## src/logic/touch_detect_consts.svh

```systemverilog
`ifndef TOUCH_DETECT_CONSTS_SVH
`define TOUCH_DETECT_CONSTS_SVH

// =============================================================
// Register map
`define TD_ADDR_CONFIRM      8'h1E
`define TD_ADDR_GAIN         8'h1F
`define TD_ADDR_GLOBAL       8'h20
`define TD_ADDR_SLIDER       8'h06

// =============================================================
// Reset values
`define TD_RST_CONFIRM       8'h03
`define TD_RST_GAIN          8'h2F
`define TD_RST_GLOBAL        8'h29
`define TD_RST_SLIDER        7'h00
`define TD_RST_SLIDER_MODE   1'b0
`define TD_RST_RDDATA        8'h00
`define TD_UNMAPPED_RD       8'h00

// =============================================================
// Field positions
`define TD_CONFIRM_MSB       2
`define TD_GAIN_MSB          6
`define TD_GAIN_LSB          4
`define TD_BASE_MSB          3
`define TD_BASE_LSB          0
`define TD_TIMEOUT_BIT       7
`define TD_SLIDER_MODE_BIT   6
`define TD_CONFIRM_MASK      8'h07
`define TD_GAIN_MASK         8'h7F

// =============================================================
// Decode limits
`define TD_CONFIRM_MIN       3'h1
`define TD_GAIN_MAX_SHIFT    3'h7
`define TD_BASE_MAX_SHIFT    4'h8

// =============================================================
// Widths and counts
`define TD_NUM_CHAN          14
`define TD_DELTA_W           8
`define TD_THRESH_W          16
`define TD_BASE_W            16
`define TD_SLIDER_W          7

// =============================================================
// Bus timing
`define TD_CLK_PERIOD_NS     10
`define TD_SCL_LOW_NS        30000000
`define TD_BUS_IDLE_NS       150000
`define TD_SCL_LOW_CYCLES    (`TD_SCL_LOW_NS / `TD_CLK_PERIOD_NS)
`define TD_BUS_IDLE_CYCLES   (`TD_BUS_IDLE_NS / `TD_CLK_PERIOD_NS)

`endif

```

## src/logic/touch_detect_pkg.sv

```systemverilog
package touch_detect_pkg;

  typedef struct packed {
    logic       wr;
    logic       rd;
    logic [7:0] addr;
    logic [7:0] data;
  } reg_req_t;

  typedef struct packed {
    logic scl;
    logic sda;
  } bus_lines_t;

  typedef struct packed {
    logic foreignAddr;
    logic stopSeen;
    logic deepSleep;
  } bus_events_t;

  typedef enum logic [1:0] {
    LISTEN    = 2'b00,
    FOREIGN   = 2'b01,
    WAIT_STOP = 2'b11
  } link_state_t;

endpackage : touch_detect_pkg

```

## src/logic/touch_detect_config.sv

```systemverilog
`timescale 1ns/1ps
`include "touch_detect_consts.svh"

module touch_detect_config #(
  parameter int unsigned NUM_CHAN   = `TD_NUM_CHAN,
  parameter int unsigned DELTA_W    = `TD_DELTA_W,
  parameter int unsigned THRESH_W   = `TD_THRESH_W,
  parameter int unsigned BASE_W     = `TD_BASE_W,
  parameter int unsigned LOW_LIMIT  = `TD_SCL_LOW_CYCLES,
  parameter int unsigned IDLE_LIMIT = `TD_BUS_IDLE_CYCLES
) (
  input  wire logic                            ref_clk,
  input  wire logic                            resetn,
  input  wire logic                            ce,
  input  wire touch_detect_pkg::reg_req_t      regReq,
  output logic [7:0]                           regRdData,
  input  wire logic                            sampleValid,
  input  wire logic [NUM_CHAN*DELTA_W-1:0]     deltaIn,
  input  wire logic [NUM_CHAN*THRESH_W-1:0]    threshIn,
  output logic [NUM_CHAN-1:0]                  touchState,
  input  wire logic                            baseValid,
  input  wire logic [BASE_W-1:0]               baseCountIn,
  output logic [BASE_W-1:0]                    baseCountShown,
  input  wire logic                            posValid,
  input  wire logic [`TD_SLIDER_W-1:0]         posIn,
  output logic [`TD_SLIDER_W-1:0]              sliderValue,
  output logic                                 sliderReportMode,
  input  wire touch_detect_pkg::bus_lines_t    busLines,
  input  wire touch_detect_pkg::bus_events_t   busEvents,
  output logic                                 busAbort,
  output logic                                 busIdleReset,
  output logic                                 busIgnore
);

  localparam int unsigned SCALED_W = DELTA_W + 8;
  localparam int unsigned CW       = $clog2(((LOW_LIMIT > IDLE_LIMIT) ? LOW_LIMIT : IDLE_LIMIT) + 2);

  // =============================================================
  // Decode helpers
  function automatic logic [2:0] confirmNeed(input logic [7:0] reg8);
    logic [2:0] code;
    code = reg8[`TD_CONFIRM_MSB:0];
    return (code < `TD_CONFIRM_MIN) ? `TD_CONFIRM_MIN : code;
  endfunction : confirmNeed

  function automatic logic [3:0] baseShift(input logic [7:0] reg8);
    logic [3:0] code;
    code = reg8[`TD_BASE_MSB:`TD_BASE_LSB];
    return (code > `TD_BASE_MAX_SHIFT) ? `TD_BASE_MAX_SHIFT : code;
  endfunction : baseShift

  function automatic logic [2:0] gainShiftOf(input logic [7:0] reg8);
    logic [2:0] code;
    code = reg8[`TD_GAIN_MSB:`TD_GAIN_LSB];
    return `TD_GAIN_MAX_SHIFT - code;
  endfunction : gainShiftOf

  // =============================================================
  // Registers
  logic [7:0]               confirmReg;
  logic [7:0]               gainReg;
  logic [7:0]               globalReg;
  logic [7:0]               next_confirmReg;
  logic [7:0]               next_gainReg;
  logic [7:0]               next_globalReg;
  logic [7:0]               next_regRdData;
  logic [`TD_SLIDER_W-1:0]  next_sliderValue;
  logic                     next_sliderReportMode;
  logic                     slideMode;

  assign slideMode = globalReg[`TD_SLIDER_MODE_BIT];

  always_comb begin
    next_confirmReg = confirmReg;
    next_gainReg    = gainReg;
    next_globalReg  = globalReg;
    if (regReq.wr) begin
      case (regReq.addr)
        `TD_ADDR_CONFIRM: begin
          next_confirmReg = regReq.data & `TD_CONFIRM_MASK;
        end
        `TD_ADDR_GAIN: begin
          next_gainReg = regReq.data & `TD_GAIN_MASK;
        end
        `TD_ADDR_GLOBAL: begin
          next_globalReg = regReq.data;
        end
        default: begin
        end
      endcase
    end
  end

  always_ff @(posedge ref_clk or negedge resetn) begin
    if (!resetn) begin
      confirmReg <= `TD_RST_CONFIRM;
      gainReg    <= `TD_RST_GAIN;
      globalReg  <= `TD_RST_GLOBAL;
    end else if (ce) begin
      confirmReg <= next_confirmReg;
      gainReg    <= next_gainReg;
      globalReg  <= next_globalReg;
    end
  end

  // =============================================================
  // Slider register, sensor index or host-written volume
  always_comb begin
    next_sliderValue      = sliderValue;
    next_sliderReportMode = next_globalReg[`TD_SLIDER_MODE_BIT];
    if (posValid && !slideMode) begin
      next_sliderValue = posIn;
    end
    if (regReq.wr && (regReq.addr == `TD_ADDR_SLIDER) && slideMode) begin
      next_sliderValue = regReq.data[`TD_SLIDER_W-1:0];
    end
  end

  always_ff @(posedge ref_clk or negedge resetn) begin
    if (!resetn) begin
      sliderValue      <= `TD_RST_SLIDER;
      sliderReportMode <= `TD_RST_SLIDER_MODE;
    end else if (ce) begin
      sliderValue      <= next_sliderValue;
      sliderReportMode <= next_sliderReportMode;
    end
  end

  // =============================================================
  // Read data, held until the next read
  always_comb begin
    next_regRdData = regRdData;
    if (regReq.rd) begin
      case (regReq.addr)
        `TD_ADDR_CONFIRM: next_regRdData = confirmReg;
        `TD_ADDR_GAIN:    next_regRdData = gainReg;
        `TD_ADDR_GLOBAL:  next_regRdData = globalReg;
        `TD_ADDR_SLIDER:  next_regRdData = {1'b0, sliderValue};
        default:          next_regRdData = `TD_UNMAPPED_RD;
      endcase
    end
  end

  always_ff @(posedge ref_clk or negedge resetn) begin
    if (!resetn) begin
      regRdData <= `TD_RST_RDDATA;
    end else if (ce) begin
      regRdData <= next_regRdData;
    end
  end

  // =============================================================
  // Per-channel scaling, compare and debounce
  logic [2:0] gainShift;
  logic [2:0] need;

  assign gainShift = gainShiftOf(gainReg);
  assign need      = confirmNeed(confirmReg);

  genvar ch;
  generate
    for (ch = 0; ch < NUM_CHAN; ch++) begin : gChan
      logic signed [SCALED_W-1:0] scaled;
      logic                       above;
      assign scaled = $signed(SCALED_W'($signed(deltaIn[ch*DELTA_W +: DELTA_W]))) <<< gainShift;
      assign above  = (scaled > $signed(SCALED_W'(0))) &&
                      ($unsigned(scaled) > (SCALED_W + THRESH_W)'(threshIn[ch*THRESH_W +: THRESH_W]));
      touch_debounce_chan uDeb (
        .ref_clk     (ref_clk),
        .resetn      (resetn),
        .ce          (ce),
        .sampleValid (sampleValid),
        .above       (above),
        .need        (need),
        .touched     (touchState[ch])
      );
    end
  endgenerate

  // =============================================================
  // Baseline presentation, separate from detection
  logic [BASE_W-1:0] next_baseCountShown;

  always_comb begin
    next_baseCountShown = baseCountShown;
    if (baseValid) begin
      next_baseCountShown = baseCountIn >> baseShift(gainReg);
    end
  end

  always_ff @(posedge ref_clk or negedge resetn) begin
    if (!resetn) begin
      baseCountShown <= '0;
    end else if (ce) begin
      baseCountShown <= next_baseCountShown;
    end
  end

  // =============================================================
  // Bus timeout and deep-sleep link handling
  logic timeoutEn;
  logic sclLowAbort;
  logic idleReset;

  assign timeoutEn = globalReg[`TD_TIMEOUT_BIT];

  bus_timeout_watch #(
    .LOW_LIMIT  (LOW_LIMIT),
    .IDLE_LIMIT (IDLE_LIMIT),
    .CW         (CW)
  ) uWatch (
    .ref_clk     (ref_clk),
    .resetn      (resetn),
    .ce          (ce),
    .lines       (busLines),
    .enable      (timeoutEn),
    .idleAllowed (!busEvents.deepSleep),
    .sclLowAbort (sclLowAbort),
    .idleReset   (idleReset)
  );

  touch_detect_pkg::link_state_t linkState;
  touch_detect_pkg::link_state_t next_linkState;

  always_comb begin
    next_linkState = linkState;
    case (linkState)
      touch_detect_pkg::LISTEN: begin
        if (busEvents.foreignAddr) begin
          next_linkState = touch_detect_pkg::FOREIGN;
        end
      end
      touch_detect_pkg::FOREIGN: begin
        if (busEvents.stopSeen || (idleReset && !busEvents.deepSleep)) begin
          next_linkState = touch_detect_pkg::LISTEN;
        end else if (busEvents.deepSleep) begin
          next_linkState = touch_detect_pkg::WAIT_STOP;
        end
      end
      touch_detect_pkg::WAIT_STOP: begin
        if (busEvents.stopSeen) begin
          next_linkState = touch_detect_pkg::LISTEN;
        end
      end
      default: next_linkState = touch_detect_pkg::LISTEN;
    endcase
  end

  logic next_busAbort;
  logic next_busIdleReset;
  logic next_busIgnore;

  always_comb begin
    next_busAbort     = sclLowAbort;
    next_busIdleReset = idleReset;
    next_busIgnore    = (next_linkState == touch_detect_pkg::WAIT_STOP);
  end

  always_ff @(posedge ref_clk or negedge resetn) begin
    if (!resetn) begin
      linkState    <= touch_detect_pkg::LISTEN;
      busAbort     <= 1'b0;
      busIdleReset <= 1'b0;
      busIgnore    <= 1'b0;
    end else if (ce) begin
      linkState    <= next_linkState;
      busAbort     <= next_busAbort;
      busIdleReset <= next_busIdleReset;
      busIgnore    <= next_busIgnore;
    end
  end

endmodule : touch_detect_config

```

## src/logic/touch_debounce_chan.sv

```systemverilog
`timescale 1ns/1ps
`include "touch_detect_consts.svh"

module touch_debounce_chan (
  input  wire logic       ref_clk,
  input  wire logic       resetn,
  input  wire logic       ce,
  input  wire logic       sampleValid,
  input  wire logic       above,
  input  wire logic [2:0] need,
  output logic            touched
);

  logic [2:0] runLen;
  logic [2:0] next_runLen;
  logic       next_touched;

  // =============================================================
  // Run of samples disagreeing with the current state
  always_comb begin
    next_runLen  = runLen;
    next_touched = touched;
    if (sampleValid) begin
      if (above != touched) begin
        if (runLen + 3'h1 >= need) begin
          next_touched = above;
          next_runLen  = 3'h0;
        end else begin
          next_runLen = runLen + 3'h1;
        end
      end else begin
        next_runLen = 3'h0;
      end
    end
  end

  always_ff @(posedge ref_clk or negedge resetn) begin
    if (!resetn) begin
      runLen  <= 3'h0;
      touched <= 1'b0;
    end else if (ce) begin
      runLen  <= next_runLen;
      touched <= next_touched;
    end
  end

endmodule : touch_debounce_chan

```

## src/logic/bus_timeout_watch.sv

```systemverilog
`timescale 1ns/1ps
`include "touch_detect_consts.svh"

module bus_timeout_watch #(
  parameter int unsigned LOW_LIMIT  = `TD_SCL_LOW_CYCLES,
  parameter int unsigned IDLE_LIMIT = `TD_BUS_IDLE_CYCLES,
  parameter int unsigned CW         = 22
) (
  input  wire logic                      ref_clk,
  input  wire logic                      resetn,
  input  wire logic                      ce,
  input  wire touch_detect_pkg::bus_lines_t lines,
  input  wire logic                      enable,
  input  wire logic                      idleAllowed,
  output logic                           sclLowAbort,
  output logic                           idleReset
);

  localparam logic [CW-1:0] LOW_END  = CW'(LOW_LIMIT + 1);
  localparam logic [CW-1:0] IDLE_END = CW'(IDLE_LIMIT + 1);

  logic [CW-1:0] lowCnt;
  logic [CW-1:0] idleCnt;
  logic [CW-1:0] next_lowCnt;
  logic [CW-1:0] next_idleCnt;
  logic          next_sclLowAbort;
  logic          next_idleReset;

  // =============================================================
  // Clock-low and both-high timers, at most one pulse per episode
  always_comb begin
    next_lowCnt      = lowCnt;
    next_idleCnt     = idleCnt;
    next_sclLowAbort = 1'b0;
    next_idleReset   = 1'b0;
    if (!enable || lines.scl) begin
      next_lowCnt = '0;
    end else if (lowCnt != LOW_END) begin
      next_lowCnt      = lowCnt + CW'(1);
      next_sclLowAbort = (lowCnt + CW'(1) == LOW_END);
    end
    if (!enable || !lines.scl || !lines.sda) begin
      next_idleCnt = '0;
    end else if (idleCnt != IDLE_END) begin
      next_idleCnt   = idleCnt + CW'(1);
      next_idleReset = idleAllowed && (idleCnt + CW'(1) == IDLE_END);
    end
  end

  always_ff @(posedge ref_clk or negedge resetn) begin
    if (!resetn) begin
      lowCnt      <= '0;
      idleCnt     <= '0;
      sclLowAbort <= 1'b0;
      idleReset   <= 1'b0;
    end else if (ce) begin
      lowCnt      <= next_lowCnt;
      idleCnt     <= next_idleCnt;
      sclLowAbort <= next_sclLowAbort;
      idleReset   <= next_idleReset;
    end
  end

endmodule : bus_timeout_watch

```

## config.mk

```make
export PLATFORM = sky130hd
export DESIGN_NAME = touch_detect_config
export DESIGN_NICKNAME = d
export VERILOG_FILES = /design/src/logic/touch_detect_pkg.sv /design/src/logic/touch_detect_config.sv /design/src/logic/touch_debounce_chan.sv /design/src/logic/bus_timeout_watch.sv
export VERILOG_INCLUDE_DIRS = /design/src /design/src/logic
export SDC_FILE = /design/constraint.sdc
export NUM_CORES = 1
export LEC_CHECK = 0
export BUFFER_PORTS_ARGS = -buffer_cell sky130_fd_sc_hd__buf_2
export CAP_MARGIN = 10
export CORE_MARGIN = 4
export CORE_UTILIZATION = 40
export CTS_BUF_LIST = sky130_fd_sc_hd__clkbuf_8
export CTS_CLUSTER_SIZE = 10
export DETAILED_ROUTE_END_ITERATION = 10
export HOLD_SLACK_MARGIN = 0.12
export PLACE_DENSITY = 0.62
export SETUP_SLACK_MARGIN = 0.2
export SLEW_MARGIN = 20
export SYNTH_ARGS = -nofsm -noshare
export SYNTH_HDL_FRONTEND = slang
export SYNTH_SLANG_ARGS = --single-unit
export TNS_END_PERCENT = 50
```

## constraint.sdc

```tcl
create_clock -name ref_clk -period 4.5 [get_ports ref_clk]
set_input_delay 0.675 -clock ref_clk [delete_from_list [all_inputs] [get_ports ref_clk]]
set_output_delay 0.675 -clock ref_clk [all_outputs]
set_load 0.005 [all_outputs]
```

# [Yosys cells after proc, flatten, opt, wreduce, memory -nomap -nowiden]
# Index checks and enable logic that the tools add are counted.
[totals] reg_bits=156 input_bits=388 wordCells=245
[classes] addsub=17 order_cmp=44 eq_ne=25 n_shift=15 muxes=46 n_reduce_logical=55
[ops] op="$gt A16 B1 Y1 const B" count=14
[ops] op="$gt A16 B16 Y1" count=14
[ops] op="$sshl A8 B3 Y16" count=14
[ops] op="$mux W22" count=4
[ops] op="$mux W3" count=29
[ops] op="$reduce_and A4 Y1" count=14
[ops] op="$add A22 B1 Y22 const B" count=2
[ops] op="$add A3 B1 Y3 const B" count=14
[ops] op="$ge A3 B3 Y1" count=14
[ops] op="$pmux W8 S4" count=1
[ops] op="$eq A22 B14 Y1 const B" count=1
[ops] op="$eq A22 B22 Y1 const B" count=1
[ops] op="$ne A22 B14 Y1 const B" count=1
[ops] op="$ne A22 B22 Y1 const B" count=1
[ops] op="$logic_and A1 B1 Y1" count=19
[ops] op="$eq A8 B5 Y1 const B" count=2
[ops] op="$shr A16 B4 Y16" count=1
[ops] op="$mux W7" count=2
[ops] op="$ne A1 B1 Y1" count=14
[ops] op="$reduce_and A2 Y1" count=6
[ops] op="$reduce_and A3 Y1" count=3
[ops] op="$eq A8 B3 Y1 const B" count=1
[ops] op="$eq A8 B6 Y1 const B" count=1
[ops] op="$mux W2" count=4
[ops] op="12 further kinds" count=25

# [Depth between registers and ports, before layout]
[depth] word_depth=6 mapped_depth=18

# [Hierarchy]
# From an unflattened synthesis, not the netlist that was laid out.
[unflattened] hier_cells=2818 hier_area_um2=21578.2
[modules_own_cells] mod="touch_detect_config" instances=1 cells_per_inst=2032 area_each_um2=14721.6 seq_area_each_um2=1363.8
[modules_own_cells] mod="touch_debounce_chan" instances=14 cells_per_inst=28 area_each_um2=260.2 seq_area_each_um2=100.1
[modules_own_cells] mod="bus_timeout_watch" instances=1 cells_per_inst=394 area_each_um2=3213.1 seq_area_each_um2=1151.1

# [Least setup slack after synthesis]
# Ideal clock, no wire load.
[synth_path] path_type="reg-to-reg" start="reg gainReg[4]" end="reg gChan[3].uDeb.runLen[0]" setup_ps=128 t_arrival_ps=3630 path_slack_ps=742 path_stages_with_launch=18 period_less_slack_ps=3758 cell_sequence="dfrtp_1 > buf_4 > buf_6 > buf_2 > buf_4 > clkbuf_1 > clkbuf_1 > mux2i_1 > nor2_1 > ha_1 > nor2b_1 > o211ai_1 > a2111o_1 > o211ai_1 > nand3_2 > xnor2_1 > nor3_1 > mux2_1"
[synth_via] elab_chain_len=6 elab_cells_between_ends=7
[synth_lines] item="start: declaration" line_no="touch_detect_config.sv:61" text="logic [7:0] gainReg;"
[synth_lines] item="start signal: assignment" line_no="touch_detect_config.sv:97" text="gainReg <= `TD_RST_GAIN;"
[synth_lines] item="start signal: assignment" line_no="touch_detect_config.sv:101" text="gainReg <= next_gainReg;"
[synth_lines] item="$sub A3 B3 Y3 (no source line) (*)"
[synth_lines] item="$sshl A8 B3 Y16 (*)" line_no="touch_detect_config.sv:165" text="assign scaled = $signed(SCALED_W'($signed(deltaIn[ch*DELTA_W +: DELTA_W]))) <<< gainShift;"
[synth_lines] item="$gt A16 B1 Y1 / $gt A16 B16 Y1 (equally long branches)" line_no="touch_detect_config.sv:166, touch_detect_config.sv:167"
[synth_lines] item="$logic_and A1 B1 Y1 (*)" line_no="touch_detect_config.sv:166" text="assign above = (scaled > $signed(SCALED_W'(0))) &&"
[synth_lines] item="$ne A1 B1 Y1 (*)" line_no="touch_debounce_chan.sv:24" text="if (above != touched) begin"
[synth_lines] item="$mux W3 (*)" line_no="touch_debounce_chan.sv:24"
[synth_lines] item="end signal: assignment" line_no="touch_debounce_chan.sv:42" text="runLen <= next_runLen;"
[synth_lines] item="end: declaration" line_no="touch_debounce_chan.sv:14" text="logic [2:0] runLen;"
# Mark *: on every way between the ends. The rest lies on a longest branch, timed or not.
# A chain may end at the register's enable or synchronous reset.

# [Worst setup path in the final report]
[layout_path] start="reg gainReg[5]" end="reg gChan[5].uDeb.runLen[2]"
[layout_via] elab_chain_len=6 elab_cells_between_ends=7
[layout_lines] item="$sub A3 B3 Y3 (no source line) (*)"
[layout_lines] item="$sshl A8 B3 Y16 (*)" line_no="touch_detect_config.sv:165"
[layout_lines] item="$gt A16 B1 Y1 / $gt A16 B16 Y1 (equally long branches)" line_no="touch_detect_config.sv:166, touch_detect_config.sv:167"
[layout_lines] item="$logic_and A1 B1 Y1 (*)" line_no="touch_detect_config.sv:166"
[layout_lines] item="$ne A1 B1 Y1 (*)" line_no="touch_debounce_chan.sv:24"
[layout_lines] item="$mux W3 (*)" line_no="touch_debounce_chan.sv:24"
[layout_lines] item="end signal: assignment" line_no="touch_debounce_chan.sv:42"
[layout_lines] item="end: declaration" line_no="touch_debounce_chan.sv:14"
# Marked as above.

==> out/results.ini <==
[finish]
final_nets = 3744
drive_above_1_share_pct = 21.6
multi_input_area_um2 = 15900
layout_commonest_cell = buf_2
layout_common_cells = 435 x buf_2, 344 x nand2_1, 286 x ha_1, 249 x inv_1, 207 x o21ai_0
seq_area_um2 = 3930
fill_cells = 5287
syn_to_final_growth_pct = 14.8

[drt]
drtIter0Drc = 1710
routedWlPerCell_um = 20.1
vias = 22131
drc_errors = 0
met2_length_mm = 36.1
first_pass_iters = 6
wirelength_mm = 76.3
vias_per_cell = 5.84
dr.max_layer_used = met5
route.met3.wl_mm = 5.51
antenna_left = 0
met1Wirelength_mm = 32.9

[setup_path]
crit_fanout = 36
crit_path_start_kind = flop
critPathCapture = gChan[5].uDeb.runLen[2]
critical_path_required_ns = 4.91
critPathTopFamily = compound AO/OA/AOI/OAI gates
slowest_delay_ns = 0.88
cp.arrival_ns = 4.38
r2r_setup_slack_ns = 0.53
rr_startpoint = gainReg[5]
slowest_stage = dfstp_4
cp_cell_sequence = buf_12 -> inv_2 -> mux2i_1 -> o221ai_1 -> ha_1 -> nand4_1 -> nor4_1 -> o21ai_0 -> o211ai_1 -> a21oi_1 -> nor3_2 -> o21ai_1 -> a21o_1
critPathBufInv = 2
crit_type = flop to flop
reg2reg_depth = 13
worst-path-stages = 13
endpoint_kind = flop
cp-startpoint = gainReg[5]
r2r_end = gChan[5].uDeb.runLen[2]

[logic_synthesis]
ys_seq_area_share_pct = 18.2
syn_inst = 2726
synth_flop_cell = dfrtp_1
synth_area_um2 = 21500
yosysWarnings = 0
synth_cell_types = 85
ys_async_sr_fraction_pct = 100
syn_nets = 3400
ys_seq_elements = 156
avgSynthCellArea_um2 = 7.90
synth_edf_count = 0

[clocking]
path_clk_slew_ns = 0.11
cts_tree = done
clkSinkCount = 156
hold_buffers = 0
cts_buffer_depth = 2
cts_inserted_buffers = 17
htreeDepth = 4
cts_root_buf = clkbuf_8
post_cts_resized = 0
postCtsSetupBuffers = 0
clock_latency_ns = 0.50

[pwr]
p_leak_nw = 12.4
ir_worst_vdd_mv = 0.180
p_per_area_nw_per_um2 = 199

[sta]
timing_hold_violations_final = 0
tightest_slew_ns = 1.05
relSlewSlack_pct = 29.8
timing.final.crit_share_pct = 88.2
drv_slew = 0
fin_setup_tns_ns = 0
setup_slack_ns = 0.529
clock_skew_ns = 0.0147
max_clock_freq_mhz = 252
setup_viol = 0
grt_setup_unrepaired = false
period_minus_slack_ns = 3.97

[placed_design]
io_buffers = 436
pre_cts_slack_ns = 0.586
place.gp.congestion = 0.956
dp_hpwl_mm = 60.6

[job]
cap_violations = 0

[global_routing]
grt_start_max_net_pins = 90
grt_pass1_vias = 21673
grt_pass1_wl_mm = 119
antenna_found_initial = 29
overflow = 0
grt_usage_pct = 25.5

[floorplanning]
die_h_um = 240
coreArea_um2 = 53000
die_w_um = 240
die_area_um2 = 57600
rows = 84
initial_utilization_pct = 40.7
ioPinCount = 437

[min_path]
hp-class = input port to asynchronous set/reset pin

[run_status]
outcome = completed

-- report_power, final --
group / switching [mW] / leakage [nW] / internal [mW]
logic: 1.12 / 10.1 / 0.889
clock network: 0.699 / 0.216 / 0.480
registers: 0.154 / 2.05 / 1.58
total: 1.97 / 12.4 / 2.95
-- flip-flops by register name, summed over array words and instances (netlist names), 8 cells and up --
name,count
baseCountShown,16
gChan.uDeb.runLen,42
gChan.uDeb.touched,14
globalReg,8
regRdData,8
uWatch.idleCnt,22
uWatch.lowCnt,22
-- cells by family (layout without fill, tap and decap cells) --
logic type / Yosys count / count (layout) / synth area share (%)
other cells: 0 / 17 / 0
mux: 261 / 261 / 14.4
compound gates: 734 / 734 / 22.3
simple gates: 849 / 849 / 19.1
buf+inv: 405 / 762 / 8.04
fa+ha+maj: 286 / 286 / 16.6
xor+xnor: 35 / 35 / 1.42
flops: 156 / 156 / 18.2
-- worst min path at each step --
stage / start / to / slack (ns) / cells past startpoint
floorplan: resetn / baseCountShown[0] / 0.38 / 0
detailed placement: busIgnore / busIgnore / 0.47 / 1
global route: resetn / baseCountShown[3] / 0.25 / 1
finish: resetn / baseCountShown[2] / 0.23 / 1
global placement: baseCountShown[1] / baseCountShown[1] / 0.46 / 2
CTS: resetn / baseCountShown[3] / 0.23 / 1
-- cells in the mapped netlist, drive strengths merged, types with 11 or more instances --
| cell type | number | area [um^2] |
|---|---|---|
| o21ai | 216 | 1080 |
| a21oi | 159 | 796 |
| a22oi | 22 | 165 |
| inv | 251 | 942 |
| mux2 | 96 | 1080 |
| mux4 | 29 | 653 |
| a22o | 28 | 245 |
| o211ai | 34 | 265 |
| a211oi | 18 | 135 |
| ha | 286 | 3580 |
| a2111oi | 13 | 158 |
| a21o | 78 | 586 |
| dfrtp | 146 | 3650 |
| and2 | 28 | 175 |
| buf | 74 | 485 |
| nor2b | 44 | 278 |
| clkbuf | 78 | 297 |
| o31ai | 43 | 323 |
| o21a | 11 | 82.6 |
| and3 | 18 | 113 |
| or2 | 16 | 100 |
| nor4 | 25 | 169 |
| xnor2 | 15 | 131 |
| nor3 | 34 | 190 |
| nand2 | 345 | 1290 |
| a221oi | 12 | 105 |
| a31oi | 19 | 119 |
| nand4 | 66 | 413 |
| nor2 | 150 | 566 |
| nand3 | 47 | 260 |
| mux2i | 136 | 1360 |
| nand2b | 38 | 238 |
| nand4b | 13 | 114 |
| xor2 | 20 | 175 |
-- worst register-to-register path: stages (launching register included) --
cell and delay [ns]:
dfstp_4 0.88, buf_12 0.27, inv_2 0.23, mux2i_1 0.35
o221ai_1 0.24, ha_1 0.34, nand4_1 0.14, nor4_1 0.39
o21ai_0 0.19, o211ai_1 0.18, a21oi_1 0.12, nor3_2 0.28
o21ai_1 0.10, a21o_1 0.20
-- metrics by stage --
step	power [mW]	utilization [%]	hold WS, ns	std cells	area (um^2)
4_1_cts	4.96	46.6	0.230	3771	24700
2_1_floorplan	3.03	-	0.379	2726	21500
6_report	4.92	46.7	0.226	3788	24700
3_5_place_dp	3.76	45.8	0.467	3739	24300
5_1_grt	5.30	46.7	0.248	3780	24700
3_3_place_gp	3.68	45.8	0.459	3739	24300
-- area by class of cell --
class	count	share of cell area, %
flip-flops and latches	156	15.9
multi-input cells	2165	64.3
repair buffers	477	10.5
diodes	17	0.172
clock inverters	15	0.789
well taps	688	3.48
inverters	253	3.84
clock buffers	17	0.946
-- per-layer routing --
metal / vias up / track usage [%]
met5: - / 0
met4: 26 / 6.87
met3: 116 / 5.18
met2: 800 / 42.8
met1: 10572 / 33.5
li1: 10617 / -
Note: power is estimated with default switching activity, not from simulation.
